## src/design/rsc_map.svh

```systemverilog
/*
  Register offsets, field positions, reset values and timing counts of the reset source
  controller. Included by the design files; holds definitions only.
*/
`ifndef RSC_MAP_SVH
`define RSC_MAP_SVH

`define RSC_OFF_THRESH 8'h00
`define RSC_OFF_SYSCTL 8'h04
`define RSC_OFF_RSTST 8'h08
`define RSC_OFF_IRQST 8'h0C
`define RSC_OFF_IRQMSK 8'h10

`define RSC_THR_RESET 8'h55
`define RSC_THR_OK0 8'h55
`define RSC_THR_OK1 8'h33
`define RSC_THR_OK2 8'hAA
`define RSC_WE_OK0 5'h15
`define RSC_WE_OK1 5'h0A

`define RSC_BIT_WDSW 0
`define RSC_BIT_THR 1
`define RSC_BIT_BO 2
`define RSC_BIT_WDT 3
`define RSC_BIT_TO 0
`define RSC_BIT_PDF 1

`define RSC_CLK_NS 8
`define RSC_BO_QUAL_NS 120000
`define RSC_BO_QUAL_CYC ((`RSC_BO_QUAL_NS + `RSC_CLK_NS - 1) / `RSC_CLK_NS)
`define RSC_SETTLE_FAST_CYC 16
`define RSC_SETTLE_SLOW_TICKS 2
`define RSC_DBN_TICKS 2

`endif

```

## src/design/rsc_pkg.sv

```systemverilog
/*
  Types shared by the reset source controller files.
  Assumes nothing of its surroundings.
*/
`default_nettype none
package rsc_pkg;
  typedef enum logic [1:0] {
    RSC_ST_RUN = 2'b01,
    RSC_ST_SETTLE = 2'b10
  } rsc_state_e;
  typedef logic [3:0] rsc_irq_t;
endpackage : rsc_pkg
`default_nettype wire

```

## src/design/rsc_dbn_if.sv

```systemverilog
/*
  Carrier between the controller and one code debouncer.
  Assumes both ends run on the same clock.
*/
`default_nettype none
interface rsc_dbn_if;
  logic bad;
  logic tick;
  logic fire;
  modport dev (input bad, input tick, output fire);
  modport user (output bad, output tick, input fire);
endinterface : rsc_dbn_if
`default_nettype wire

```

## src/design/rsc_debounce.sv

```systemverilog
/*
  Debouncer for an invalid protection code: fires a one-cycle pulse once the code has
  stayed invalid across the configured number of slow oscillator ticks.
  Assumes the tick is a one-cycle pulse synchronous to aclk.
*/
`include "rsc_map.svh"
`default_nettype none
module rsc_debounce #(
  parameter int unsigned TICKS = `RSC_DBN_TICKS
) (
  input wire logic aclk,
  input wire logic aresetn,
  input wire logic ce,
  rsc_dbn_if.dev dbn
);
  logic [1:0] cnt_r;
  logic [1:0] cnt_nxt;
  logic fire_r;
  logic fire_nxt;

  // The first tick may come right after the code goes bad, so the delay is 1 to 2 tick periods.
  always_comb begin
    cnt_nxt = cnt_r;
    fire_nxt = 1'b0;
    if (!dbn.bad) begin
      cnt_nxt = 2'h0;
    end else if (dbn.tick) begin
      if (cnt_r == 2'(TICKS - 1)) begin
        fire_nxt = 1'b1;
        cnt_nxt = 2'h0;
      end else begin
        cnt_nxt = cnt_r + 2'h1;
      end
    end
  end

  always_ff @(posedge aclk) begin
    if (!aresetn) begin
      cnt_r <= 2'h0;
      fire_r <= 1'b0;
    end else if (ce) begin
      cnt_r <= cnt_nxt;
      fire_r <= fire_nxt;
    end
  end

  assign dbn.fire = fire_r & ce;
endmodule : rsc_debounce
`default_nettype wire

```

## src/design/rsc_top.sv

```systemverilog
/*
  Reset source controller: brownout qualification, threshold and watchdog code checks,
  watchdog time-out handling, cause flags, wake settle delay and an AXI4-Lite register slave.
  Assumes all inputs are synchronous to aclk and that the core applies the reset pulses.
*/
// What this block does
// - Power-on reset clears the program counter.
// - Power-on reset presets port registers to ones.
// - Brownout detection works only when option enabled.
// - Brownout fires only after low exceeds qualify time.
// - Brownout reset sets brownout cause flag bit 2.
// - Invalid threshold code resets on the 2nd tick.
// - Threshold code reset sets cause flag bit 1.
// - Threshold select powers up as 01010101.
// - Software may write any threshold byte.
// - Brownout detection disabled during power-down mode.
// - Normal watchdog time-out: full reset, expired flag.
// - Sleep time-out clears PC/SP, sets flag only.
// - Sleep time-out waits settle time before resuming.
// - Expired/power-down flags follow each reset kind; here only watchdog time-outs set them and only power-on reset clears them.
// - Bad watchdog enable code resets, sets bit 0.
`include "rsc_map.svh"
`default_nettype none
module rsc_top #(
  parameter int unsigned BO_QUALIFY_CYC = `RSC_BO_QUAL_CYC,
  parameter int unsigned SETTLE_FAST = `RSC_SETTLE_FAST_CYC,
  parameter int unsigned SETTLE_SLOW = `RSC_SETTLE_SLOW_TICKS
) (
  input wire logic aclk,
  input wire logic aresetn,
  input wire logic ce,
  input wire logic [7:0] s_axi_awaddr,
  input wire logic s_axi_awvalid,
  output logic s_axi_awready,
  input wire logic [31:0] s_axi_wdata,
  input wire logic [3:0] s_axi_wstrb,
  input wire logic s_axi_wvalid,
  output logic s_axi_wready,
  output logic [1:0] s_axi_bresp,
  output logic s_axi_bvalid,
  input wire logic s_axi_bready,
  input wire logic [7:0] s_axi_araddr,
  input wire logic s_axi_arvalid,
  output logic s_axi_arready,
  output logic [31:0] s_axi_rdata,
  output logic [1:0] s_axi_rresp,
  output logic s_axi_rvalid,
  input wire logic s_axi_rready,
  input wire logic brownout_option_en,
  input wire logic supply_low,
  input wire logic powerdown_mode,
  input wire logic wdog_timeout,
  input wire logic slow_osc_tick,
  input wire logic fast_osc_selected,
  input wire logic [4:0] watchdog_enable_code,
  output logic core_full_reset,
  output logic pc_sp_clear,
  output logic port_preset,
  output logic cpu_hold,
  output logic watchdog_expired_flag,
  output logic powerdown_flag,
  output logic irq
);
  localparam int unsigned BOW = $clog2(BO_QUALIFY_CYC + 2);

  function automatic logic rsc_hit(input logic [7:0] addr, input logic [7:0] off);
    rsc_hit = (addr[7:2] == off[7:2]);
  endfunction : rsc_hit

  rsc_dbn_if dbn_thr ();
  rsc_dbn_if dbn_wd ();

  logic [BOW-1:0] bo_cnt_r, bo_cnt_nxt;
  logic [7:0] thr_r, thr_nxt;
  logic [2:0] cause_r, cause_nxt;
  logic to_r, to_nxt, pdf_r, pdf_nxt;
  rsc_pkg::rsc_irq_t irq_st_r, irq_st_nxt, irq_msk_r, irq_msk_nxt;
  logic core_rst_r, core_rst_nxt, pcsp_r, pcsp_nxt, preset_r, preset_nxt;
  rsc_pkg::rsc_state_e state_r, state_nxt;
  logic [4:0] settle_r, settle_nxt, hold_len_r, hold_len_nxt;
  logic bvalid_r, bvalid_nxt, rvalid_r, rvalid_nxt;
  logic [1:0] bresp_r, bresp_nxt, rresp_r, rresp_nxt;
  logic [31:0] rdata_r, rdata_nxt;
  logic bo_watch, ev_bo, ev_wdt_norm, ev_wdt_sleep, full_ev;
  logic wr_go, rd_go, wr_thr, wr_sys, wr_msk, rd_irq_clr;
  rsc_pkg::rsc_irq_t ev_vec;

  // Only the low supply is watched while the option is on and the core is awake.
  assign bo_watch = brownout_option_en & ~powerdown_mode & supply_low;
  // Firing one cycle past the count makes the low state strictly longer than the limit.
  assign ev_bo = ce & bo_watch & (bo_cnt_r == BOW'(BO_QUALIFY_CYC));
  assign ev_wdt_norm = ce & wdog_timeout & ~powerdown_mode;
  assign ev_wdt_sleep = ce & wdog_timeout & powerdown_mode;
  assign full_ev = ev_bo | dbn_thr.fire | dbn_wd.fire | ev_wdt_norm;
  assign ev_vec = {wdog_timeout & ce, ev_bo, dbn_thr.fire, dbn_wd.fire};

  assign dbn_thr.bad = (thr_r != `RSC_THR_OK0) && (thr_r != `RSC_THR_OK1)
                       && (thr_r != `RSC_THR_OK2);
  assign dbn_thr.tick = slow_osc_tick;
  assign dbn_wd.bad = (watchdog_enable_code != `RSC_WE_OK0)
                      && (watchdog_enable_code != `RSC_WE_OK1);
  assign dbn_wd.tick = slow_osc_tick;

  rsc_debounce u_dbn_thr (
    .aclk(aclk),
    .aresetn(aresetn),
    .ce(ce),
    .dbn(dbn_thr)
  );

  rsc_debounce u_dbn_wd (
    .aclk(aclk),
    .aresetn(aresetn),
    .ce(ce),
    .dbn(dbn_wd)
  );

  assign wr_go = s_axi_awvalid & s_axi_wvalid & ~bvalid_r;
  assign rd_go = s_axi_arvalid & ~rvalid_r;
  assign s_axi_awready = wr_go;
  assign s_axi_wready = wr_go;
  assign s_axi_arready = rd_go;
  assign wr_thr = wr_go & s_axi_wstrb[0] & rsc_hit(s_axi_awaddr, `RSC_OFF_THRESH);
  assign wr_sys = wr_go & s_axi_wstrb[0] & rsc_hit(s_axi_awaddr, `RSC_OFF_SYSCTL);
  assign wr_msk = wr_go & s_axi_wstrb[0] & rsc_hit(s_axi_awaddr, `RSC_OFF_IRQMSK);
  assign rd_irq_clr = rd_go & rsc_hit(s_axi_araddr, `RSC_OFF_IRQST);

  always_comb begin
    bo_cnt_nxt = bo_cnt_r;
    if (!bo_watch) begin
      bo_cnt_nxt = '0;
    end else if (bo_cnt_r != BOW'(BO_QUALIFY_CYC + 1)) begin
      bo_cnt_nxt = bo_cnt_r + BOW'(1);
    end
    thr_nxt = thr_r;
    // A full reset restores the default code, otherwise a bad code would reset forever.
    if (full_ev) begin
      thr_nxt = `RSC_THR_RESET;
    end else if (wr_thr) begin
      thr_nxt = s_axi_wdata[7:0];
    end
    cause_nxt = cause_r & (wr_sys ? s_axi_wdata[2:0] : 3'h7);
    cause_nxt[`RSC_BIT_BO] = cause_nxt[`RSC_BIT_BO] | ev_bo;
    cause_nxt[`RSC_BIT_THR] = cause_nxt[`RSC_BIT_THR] | dbn_thr.fire;
    cause_nxt[`RSC_BIT_WDSW] = cause_nxt[`RSC_BIT_WDSW] | dbn_wd.fire;
    to_nxt = to_r | wdog_timeout & ce;
    pdf_nxt = pdf_r | ev_wdt_sleep;
    irq_st_nxt = (rd_irq_clr ? 4'h0 : irq_st_r) | ev_vec;
    irq_msk_nxt = wr_msk ? s_axi_wdata[3:0] : irq_msk_r;
    core_rst_nxt = full_ev;
    preset_nxt = full_ev;
    pcsp_nxt = full_ev | ev_wdt_sleep;
  end

  always_comb begin
    state_nxt = state_r;
    settle_nxt = settle_r;
    hold_len_nxt = cpu_hold ? hold_len_r + 5'h01 : 5'h00;
    case (state_r)
      rsc_pkg::RSC_ST_RUN: begin
        if (ev_wdt_sleep && !full_ev) begin
          state_nxt = rsc_pkg::RSC_ST_SETTLE;
          settle_nxt = 5'h00;
        end
      end
      rsc_pkg::RSC_ST_SETTLE: begin
        if (full_ev) begin
          state_nxt = rsc_pkg::RSC_ST_RUN;
        end else if (fast_osc_selected) begin
          if (settle_r >= 5'(SETTLE_FAST - 1)) begin
            state_nxt = rsc_pkg::RSC_ST_RUN;
          end else begin
            settle_nxt = settle_r + 5'h01;
          end
        end else if (slow_osc_tick) begin
          if (settle_r >= 5'(SETTLE_SLOW - 1)) begin
            state_nxt = rsc_pkg::RSC_ST_RUN;
          end else begin
            settle_nxt = settle_r + 5'h01;
          end
        end
      end
      default: begin
        state_nxt = rsc_pkg::RSC_ST_RUN;
      end
    endcase
  end

  always_comb begin
    bvalid_nxt = bvalid_r;
    bresp_nxt = bresp_r;
    rvalid_nxt = rvalid_r;
    rresp_nxt = rresp_r;
    rdata_nxt = rdata_r;
    if (bvalid_r && s_axi_bready) begin
      bvalid_nxt = 1'b0;
    end
    if (wr_go) begin
      bvalid_nxt = 1'b1;
      bresp_nxt = (rsc_hit(s_axi_awaddr, `RSC_OFF_THRESH) || rsc_hit(s_axi_awaddr, `RSC_OFF_SYSCTL)
                   || rsc_hit(s_axi_awaddr, `RSC_OFF_RSTST) || rsc_hit(s_axi_awaddr, `RSC_OFF_IRQST)
                   || rsc_hit(s_axi_awaddr, `RSC_OFF_IRQMSK)) ? 2'h0 : 2'h2;
    end
    if (rvalid_r && s_axi_rready) begin
      rvalid_nxt = 1'b0;
    end
    if (rd_go) begin
      rvalid_nxt = 1'b1;
      rresp_nxt = 2'h0;
      rdata_nxt = 32'h0000_0000;
      if (rsc_hit(s_axi_araddr, `RSC_OFF_THRESH)) begin
        rdata_nxt[7:0] = thr_r;
      end else if (rsc_hit(s_axi_araddr, `RSC_OFF_SYSCTL)) begin
        rdata_nxt[2:0] = cause_r;
      end else if (rsc_hit(s_axi_araddr, `RSC_OFF_RSTST)) begin
        rdata_nxt[`RSC_BIT_TO] = to_r;
        rdata_nxt[`RSC_BIT_PDF] = pdf_r;
      end else if (rsc_hit(s_axi_araddr, `RSC_OFF_IRQST)) begin
        rdata_nxt[3:0] = irq_st_r;
      end else if (rsc_hit(s_axi_araddr, `RSC_OFF_IRQMSK)) begin
        rdata_nxt[3:0] = irq_msk_r;
      end else begin
        rresp_nxt = 2'h2;
      end
    end
  end

  always_ff @(posedge aclk) begin
    if (!aresetn) begin
      bo_cnt_r <= '0;
      thr_r <= `RSC_THR_RESET;
      cause_r <= 3'h0;
      to_r <= 1'b0;
      pdf_r <= 1'b0;
      irq_st_r <= 4'h0;
      irq_msk_r <= 4'h0;
      core_rst_r <= 1'b1;
      preset_r <= 1'b1;
      pcsp_r <= 1'b1;
      state_r <= rsc_pkg::RSC_ST_RUN;
      settle_r <= 5'h00;
      hold_len_r <= 5'h00;
      bvalid_r <= 1'b0;
      bresp_r <= 2'h0;
      rvalid_r <= 1'b0;
      rresp_r <= 2'h0;
      rdata_r <= 32'h0000_0000;
    end else if (ce) begin
      bo_cnt_r <= bo_cnt_nxt;
      thr_r <= thr_nxt;
      cause_r <= cause_nxt;
      to_r <= to_nxt;
      pdf_r <= pdf_nxt;
      irq_st_r <= irq_st_nxt;
      irq_msk_r <= irq_msk_nxt;
      core_rst_r <= core_rst_nxt;
      preset_r <= preset_nxt;
      pcsp_r <= pcsp_nxt;
      state_r <= state_nxt;
      settle_r <= settle_nxt;
      hold_len_r <= hold_len_nxt;
      bvalid_r <= bvalid_nxt;
      bresp_r <= bresp_nxt;
      rvalid_r <= rvalid_nxt;
      rresp_r <= rresp_nxt;
      rdata_r <= rdata_nxt;
    end
  end

  // The bus handshakes are not gated by ce, so the bus must stay idle while ce is low.
  assign s_axi_bvalid = bvalid_r;
  assign s_axi_bresp = bresp_r;
  assign s_axi_rvalid = rvalid_r;
  assign s_axi_rresp = rresp_r;
  assign s_axi_rdata = rdata_r;
  assign core_full_reset = core_rst_r;
  assign port_preset = preset_r;
  assign pc_sp_clear = pcsp_r;
  assign cpu_hold = (state_r == rsc_pkg::RSC_ST_SETTLE);
  assign watchdog_expired_flag = to_r;
  assign powerdown_flag = pdf_r;
  assign irq = |(irq_st_r & irq_msk_r);
endmodule : rsc_top
`default_nettype wire

```

## config.mk

```make
export PLATFORM = sky130hd
export DESIGN_NAME = rsc_top
export DESIGN_NICKNAME = d
export VERILOG_FILES = /design/src/design/rsc_pkg.sv /design/src/design/rsc_dbn_if.sv /design/src/design/rsc_debounce.sv /design/src/design/rsc_top.sv
export VERILOG_INCLUDE_DIRS = /design/src /design/src/design
export SDC_FILE = /design/constraint.sdc
export NUM_CORES = 1
export LEC_CHECK = 0
export ABC_CLOCK_PERIOD_IN_PS = 1800
export BUFFER_PORTS_ARGS = -buffer_cell sky130_fd_sc_hd__buf_4
export CORE_MARGIN = 4
export CORE_UTILIZATION = 45
export CTS_CLUSTER_DIAMETER = 150
export DETAILED_ROUTE_END_ITERATION = 16
export PLACE_DENSITY_LB_ADDON = 0.08
export REMOVE_ABC_BUFFERS = 1
export SLEW_MARGIN = 20
export SYNTH_ARGS = -nofsm -noshare
export SYNTH_HDL_FRONTEND = slang
export SYNTH_SLANG_ARGS = --single-unit
```

## constraint.sdc

```tcl
create_clock -name aclk -period 1.8 [get_ports aclk]
set_input_delay 0.45 -clock aclk [delete_from_list [all_inputs] [get_ports aclk]]
set_output_delay 0.45 -clock aclk [all_outputs]
set_load 0.1 [all_outputs]
```

==> summary.md <==
| Metric | Value |
|---|---|
| Status | complete, but fails checks |
| Failing checks | negative setup slack |
| Vias | 3100 |
| CP Launch Type | register |
| Seq pwr share | 43.2% |
| Site Rows | 31 |
| Worst hold-check path type | in2reg |
| Overflow after GRT | 0 |
| Area leader, netlist | dfxtp_1 |
| Pleak | 1.839 nW |
| Top cell type's share of synthesized area | 37.17% |
| Pin count of the biggest net entering global routing | 29 |
| Final setup viols | 11 |
| Total CTS buffers | 9 |
| CTS Root Cell | clkbuf_8 |
| Avg Inst Size Synth | 8.476 um^2 |
| Max Freq | 512.3 MHz |
| Ys Warns | 0 |
| Setup CP Type | reg2reg |
| Clk_lat worst skew | 0.34 ns |
| Main synth FF type | dfxtp_1 |
| Final setup TNS | -0.7790 ns |
| Clock Skew | 0.009875 ns |
| Ranking of synthesized cells by area | dfxtp_1 37%, buf_4 6.3%, nand2_1 4.6%, mux2i_1 4.2%, nor2b_1 3.2% |
| PortBufs | a little over 60 |
| RD Place Congestion | 0.8275 |
| Min cycle time layout | 1.952 ns |
| Final period utilization | 108.4% |
| Number of synthesized flops with an enable pin | 0 |
| DPL Wire Length | 6.238 mm |
| Total Routing Usage GR | 19.68% |
| DRC violations left | 0 |
| Setup repair after global routing missed its margin | yes |
| Tot Pwr | around 3.3 mW |
| Sw Share | 34.57% |
| Syn Std Cell Area | 0.003339 mm^2 |
| Seq/Total Area, Yosys | 37.17% |
| Yosys cell types | 60 |
| Nets | 568 |
| Most frequent cells in the layout | 101 x buf_4, 56 x dfxtp_1, 41 x nand2_1 |
| Post-layout util | 61.67% |
| Post-synth ARST share | 0% |
| Crit path DAT | 2.23 ns |
| Layout cells sized above 1 | 32.46% |
| Clock Pin Slew Worst Setup and Hold Paths | about 0.070 ns |
| Layout area overhead | 33.23% |
| Clock power share | between 30% and 40% |
| Initial cell density of the core | 46.29% |
| Pwr dens | 735.2 mW/mm^2 |
| Layout fillers | 676 |
| P_int | 2.140 mW |
| Cells after Synth | about 400 |
| Multi-input gate area | 0.002026 mm^2 |
| Crit Path Max Fanout | 5 |
| CTS tree | yes |
| Die ar. | 0.008863 mm^2 |
| Required time worst endpoint | between 2 and 2.5 ns |
| H-tree Lvls | 3 |
| FF+latch area | 0.001254 mm^2 |
| Max Cap Violations | 0 |
| Post-synthesis register bit count | 62 |
| Max-slew violation count | 0 |
| Maximum VDD drop | between 0.4 and 0.5 mV |
| CP endpoint kind | register |
| Antenna diode count | 0 |
| Net Sw Power | 1.131 mW |
| Logic gate share of total power | 22.2% |
| IO Count | 119 |
| DRT iter0 DRCs | 128 |
| CTS Buffer Depth | 2 |
| Die X | 94.15 um |
| Antenna viol nets, final | 0 |
| Die Ht | approximately 94 um |
| Pre-antenna DRT Iters | 4 |
| First-pass GRT wire length | 13.85 mm |
| Routed wire per std cell | between 10 and 15 um |
| Routed wire length | 8.381 mm |
| Vias in the first global route | 3034 |
| CTS sink cnt | between 60 and 70 |
| Initial antenna violation count | 0 |
| Core Area | 0.007214 mm^2 |
| Worst Setup Slack, final | -0.1520 ns |
| Endpoints failing hold | 0 |
| Commonest non-fill, non-tap cell in the layout | buf_4 |
| Routed vias/inst | 5.210 |
metal layers:
layer | vias to the layer above | part of all wire, % | wire [um] | track usage (%)
li1 | 1547 | - | - | -
met1 | 1464 | 43 | 3575 | 22.94
met2 | 80 | 52 | 4320 | 35.22
met3 | 9 | 4.7 | 398 | 5.449
met4 | 0 | 1.0 | 86 | 5.174
met5 | - | 0 | 0 | 0
power groups by stage:
stage | Clock, mW | Sequential (mW) | Combinational (mW)
after global placement | 0 | 1.45 | 0.709
final | 1.13 | 1.41 | 0.727
after global routing | 1.25 | 1.42 | 0.764
after detailed placement | 0 | 1.45 | 0.715
after CTS | 1.17 | 1.41 | 0.720
after floorplan | 0 | 1.58 | 0.375
critical path, stage by stage, from the launching register on:
cell,delay [ns]
dfxtp_4,0.36
ha_4,0.15
and3_4,0.18
ha_4,0.16
nor2_4,0.07
nand3_2,0.08
a32o_2,0.26
or4_4,0.49
a21boi_2,0.13
synthesized netlist by cell type, types with 3 or more instances:
master / number
dfxtp_1: 62
nand2_1: 41
buf_4: 28
a21oi_1: 21
nor2_1: 21
nor2b_1: 17
o21ai_0: 15
inv_1: 14
mux2i_1: 14
nand3_1: 14
a21boi_0: 12
clkbuf_1: 12
nor3_1: 12
xnor2_1: 8
a22oi_1: 7
nand2b_1: 7
nor4bb_1: 7
ha_1: 6
nand4_1: 6
nand3b_1: 5
a211oi_1: 4
and2_1: 4
o22ai_1: 4
nor4_1: 3
or4_1: 3
cell families (layout without fill, tap and decap cells):
logic type	after synthesis	count (layout)	synth area share [%]
AND/OR/NAND/NOR	158	158	26.83
AO/OA/AOI/OAI	84	84	16.52
flip-flops	62	62	37.17
buffers and inverters	58	135	9.966
multiplexers	15	15	4.533
XOR/XNOR	10	10	2.623
adder cells (fa/ha/maj)	6	6	2.248
other	1	26	0.1123
flip-flops by register name (all words and copies together), names as in the netlist, 2 cells and up:
signal	count
settle_r	5
u_dbn_thr.cnt_r	2
s_axi_rdata	8
thr_r	8
state_r	2
irq_st_r	4
u_dbn_wd.cnt_r	2
cause_r	3
irq_msk_r	4
bo_cnt_r	14
what timing repair did:
item,CTS,global route
hold buffers,0,0
buffers inserted,3,0
setup endpoints to repair,21,26
resized for setup,22,28
pin swaps,11,14
cell type report:
cell class                      instances  area share, %
Sequential cell                        62          28.18
Tap cell                               99          2.784
Inverter                               15          1.265
Clock buffer                           11          3.403
Timing Repair Buffer                  104          18.08
Multi-Input combinational cell        299          45.53
Clock inverter                          5         0.7593
final timing paths:
| kind | startpoint | end | slack, ns | cells past startpoint |
|---|---|---|---|---|
| hold reg to reg | s_axi_rdata[7]$_SDFFE_PN0P_ | s_axi_rdata[7]$_SDFFE_PN0P_ | 0.45 | 2 |
| setup reg to reg | settle_r[1]$_SDFFE_PN0P_ | settle_r[1]$_SDFFE_PN0P_ | -0.15 | 8 |
| hold / removal | s_axi_wdata[4] | thr_r[4]$_SDFFE_PN1P_ | 0.32 | 3 |
| setup / recovery | settle_r[1]$_SDFFE_PN0P_ | settle_r[1]$_SDFFE_PN0P_ | -0.15 | 8 |
stage by stage:
step,area (um^2),hold slack [ns],setup slack [ns],cells
floorplan,3157,0.4119,-1.931,376
global placement,4059,0.4199,-0.2211,577
detailed placement,4059,0.4392,-0.2375,577
CTS,4358,0.3103,-0.2264,596
global route,4449,0.3189,-0.2481,595
finish,4449,0.3180,-0.1520,595
Note: power is estimated with default switching activity, not from simulation.
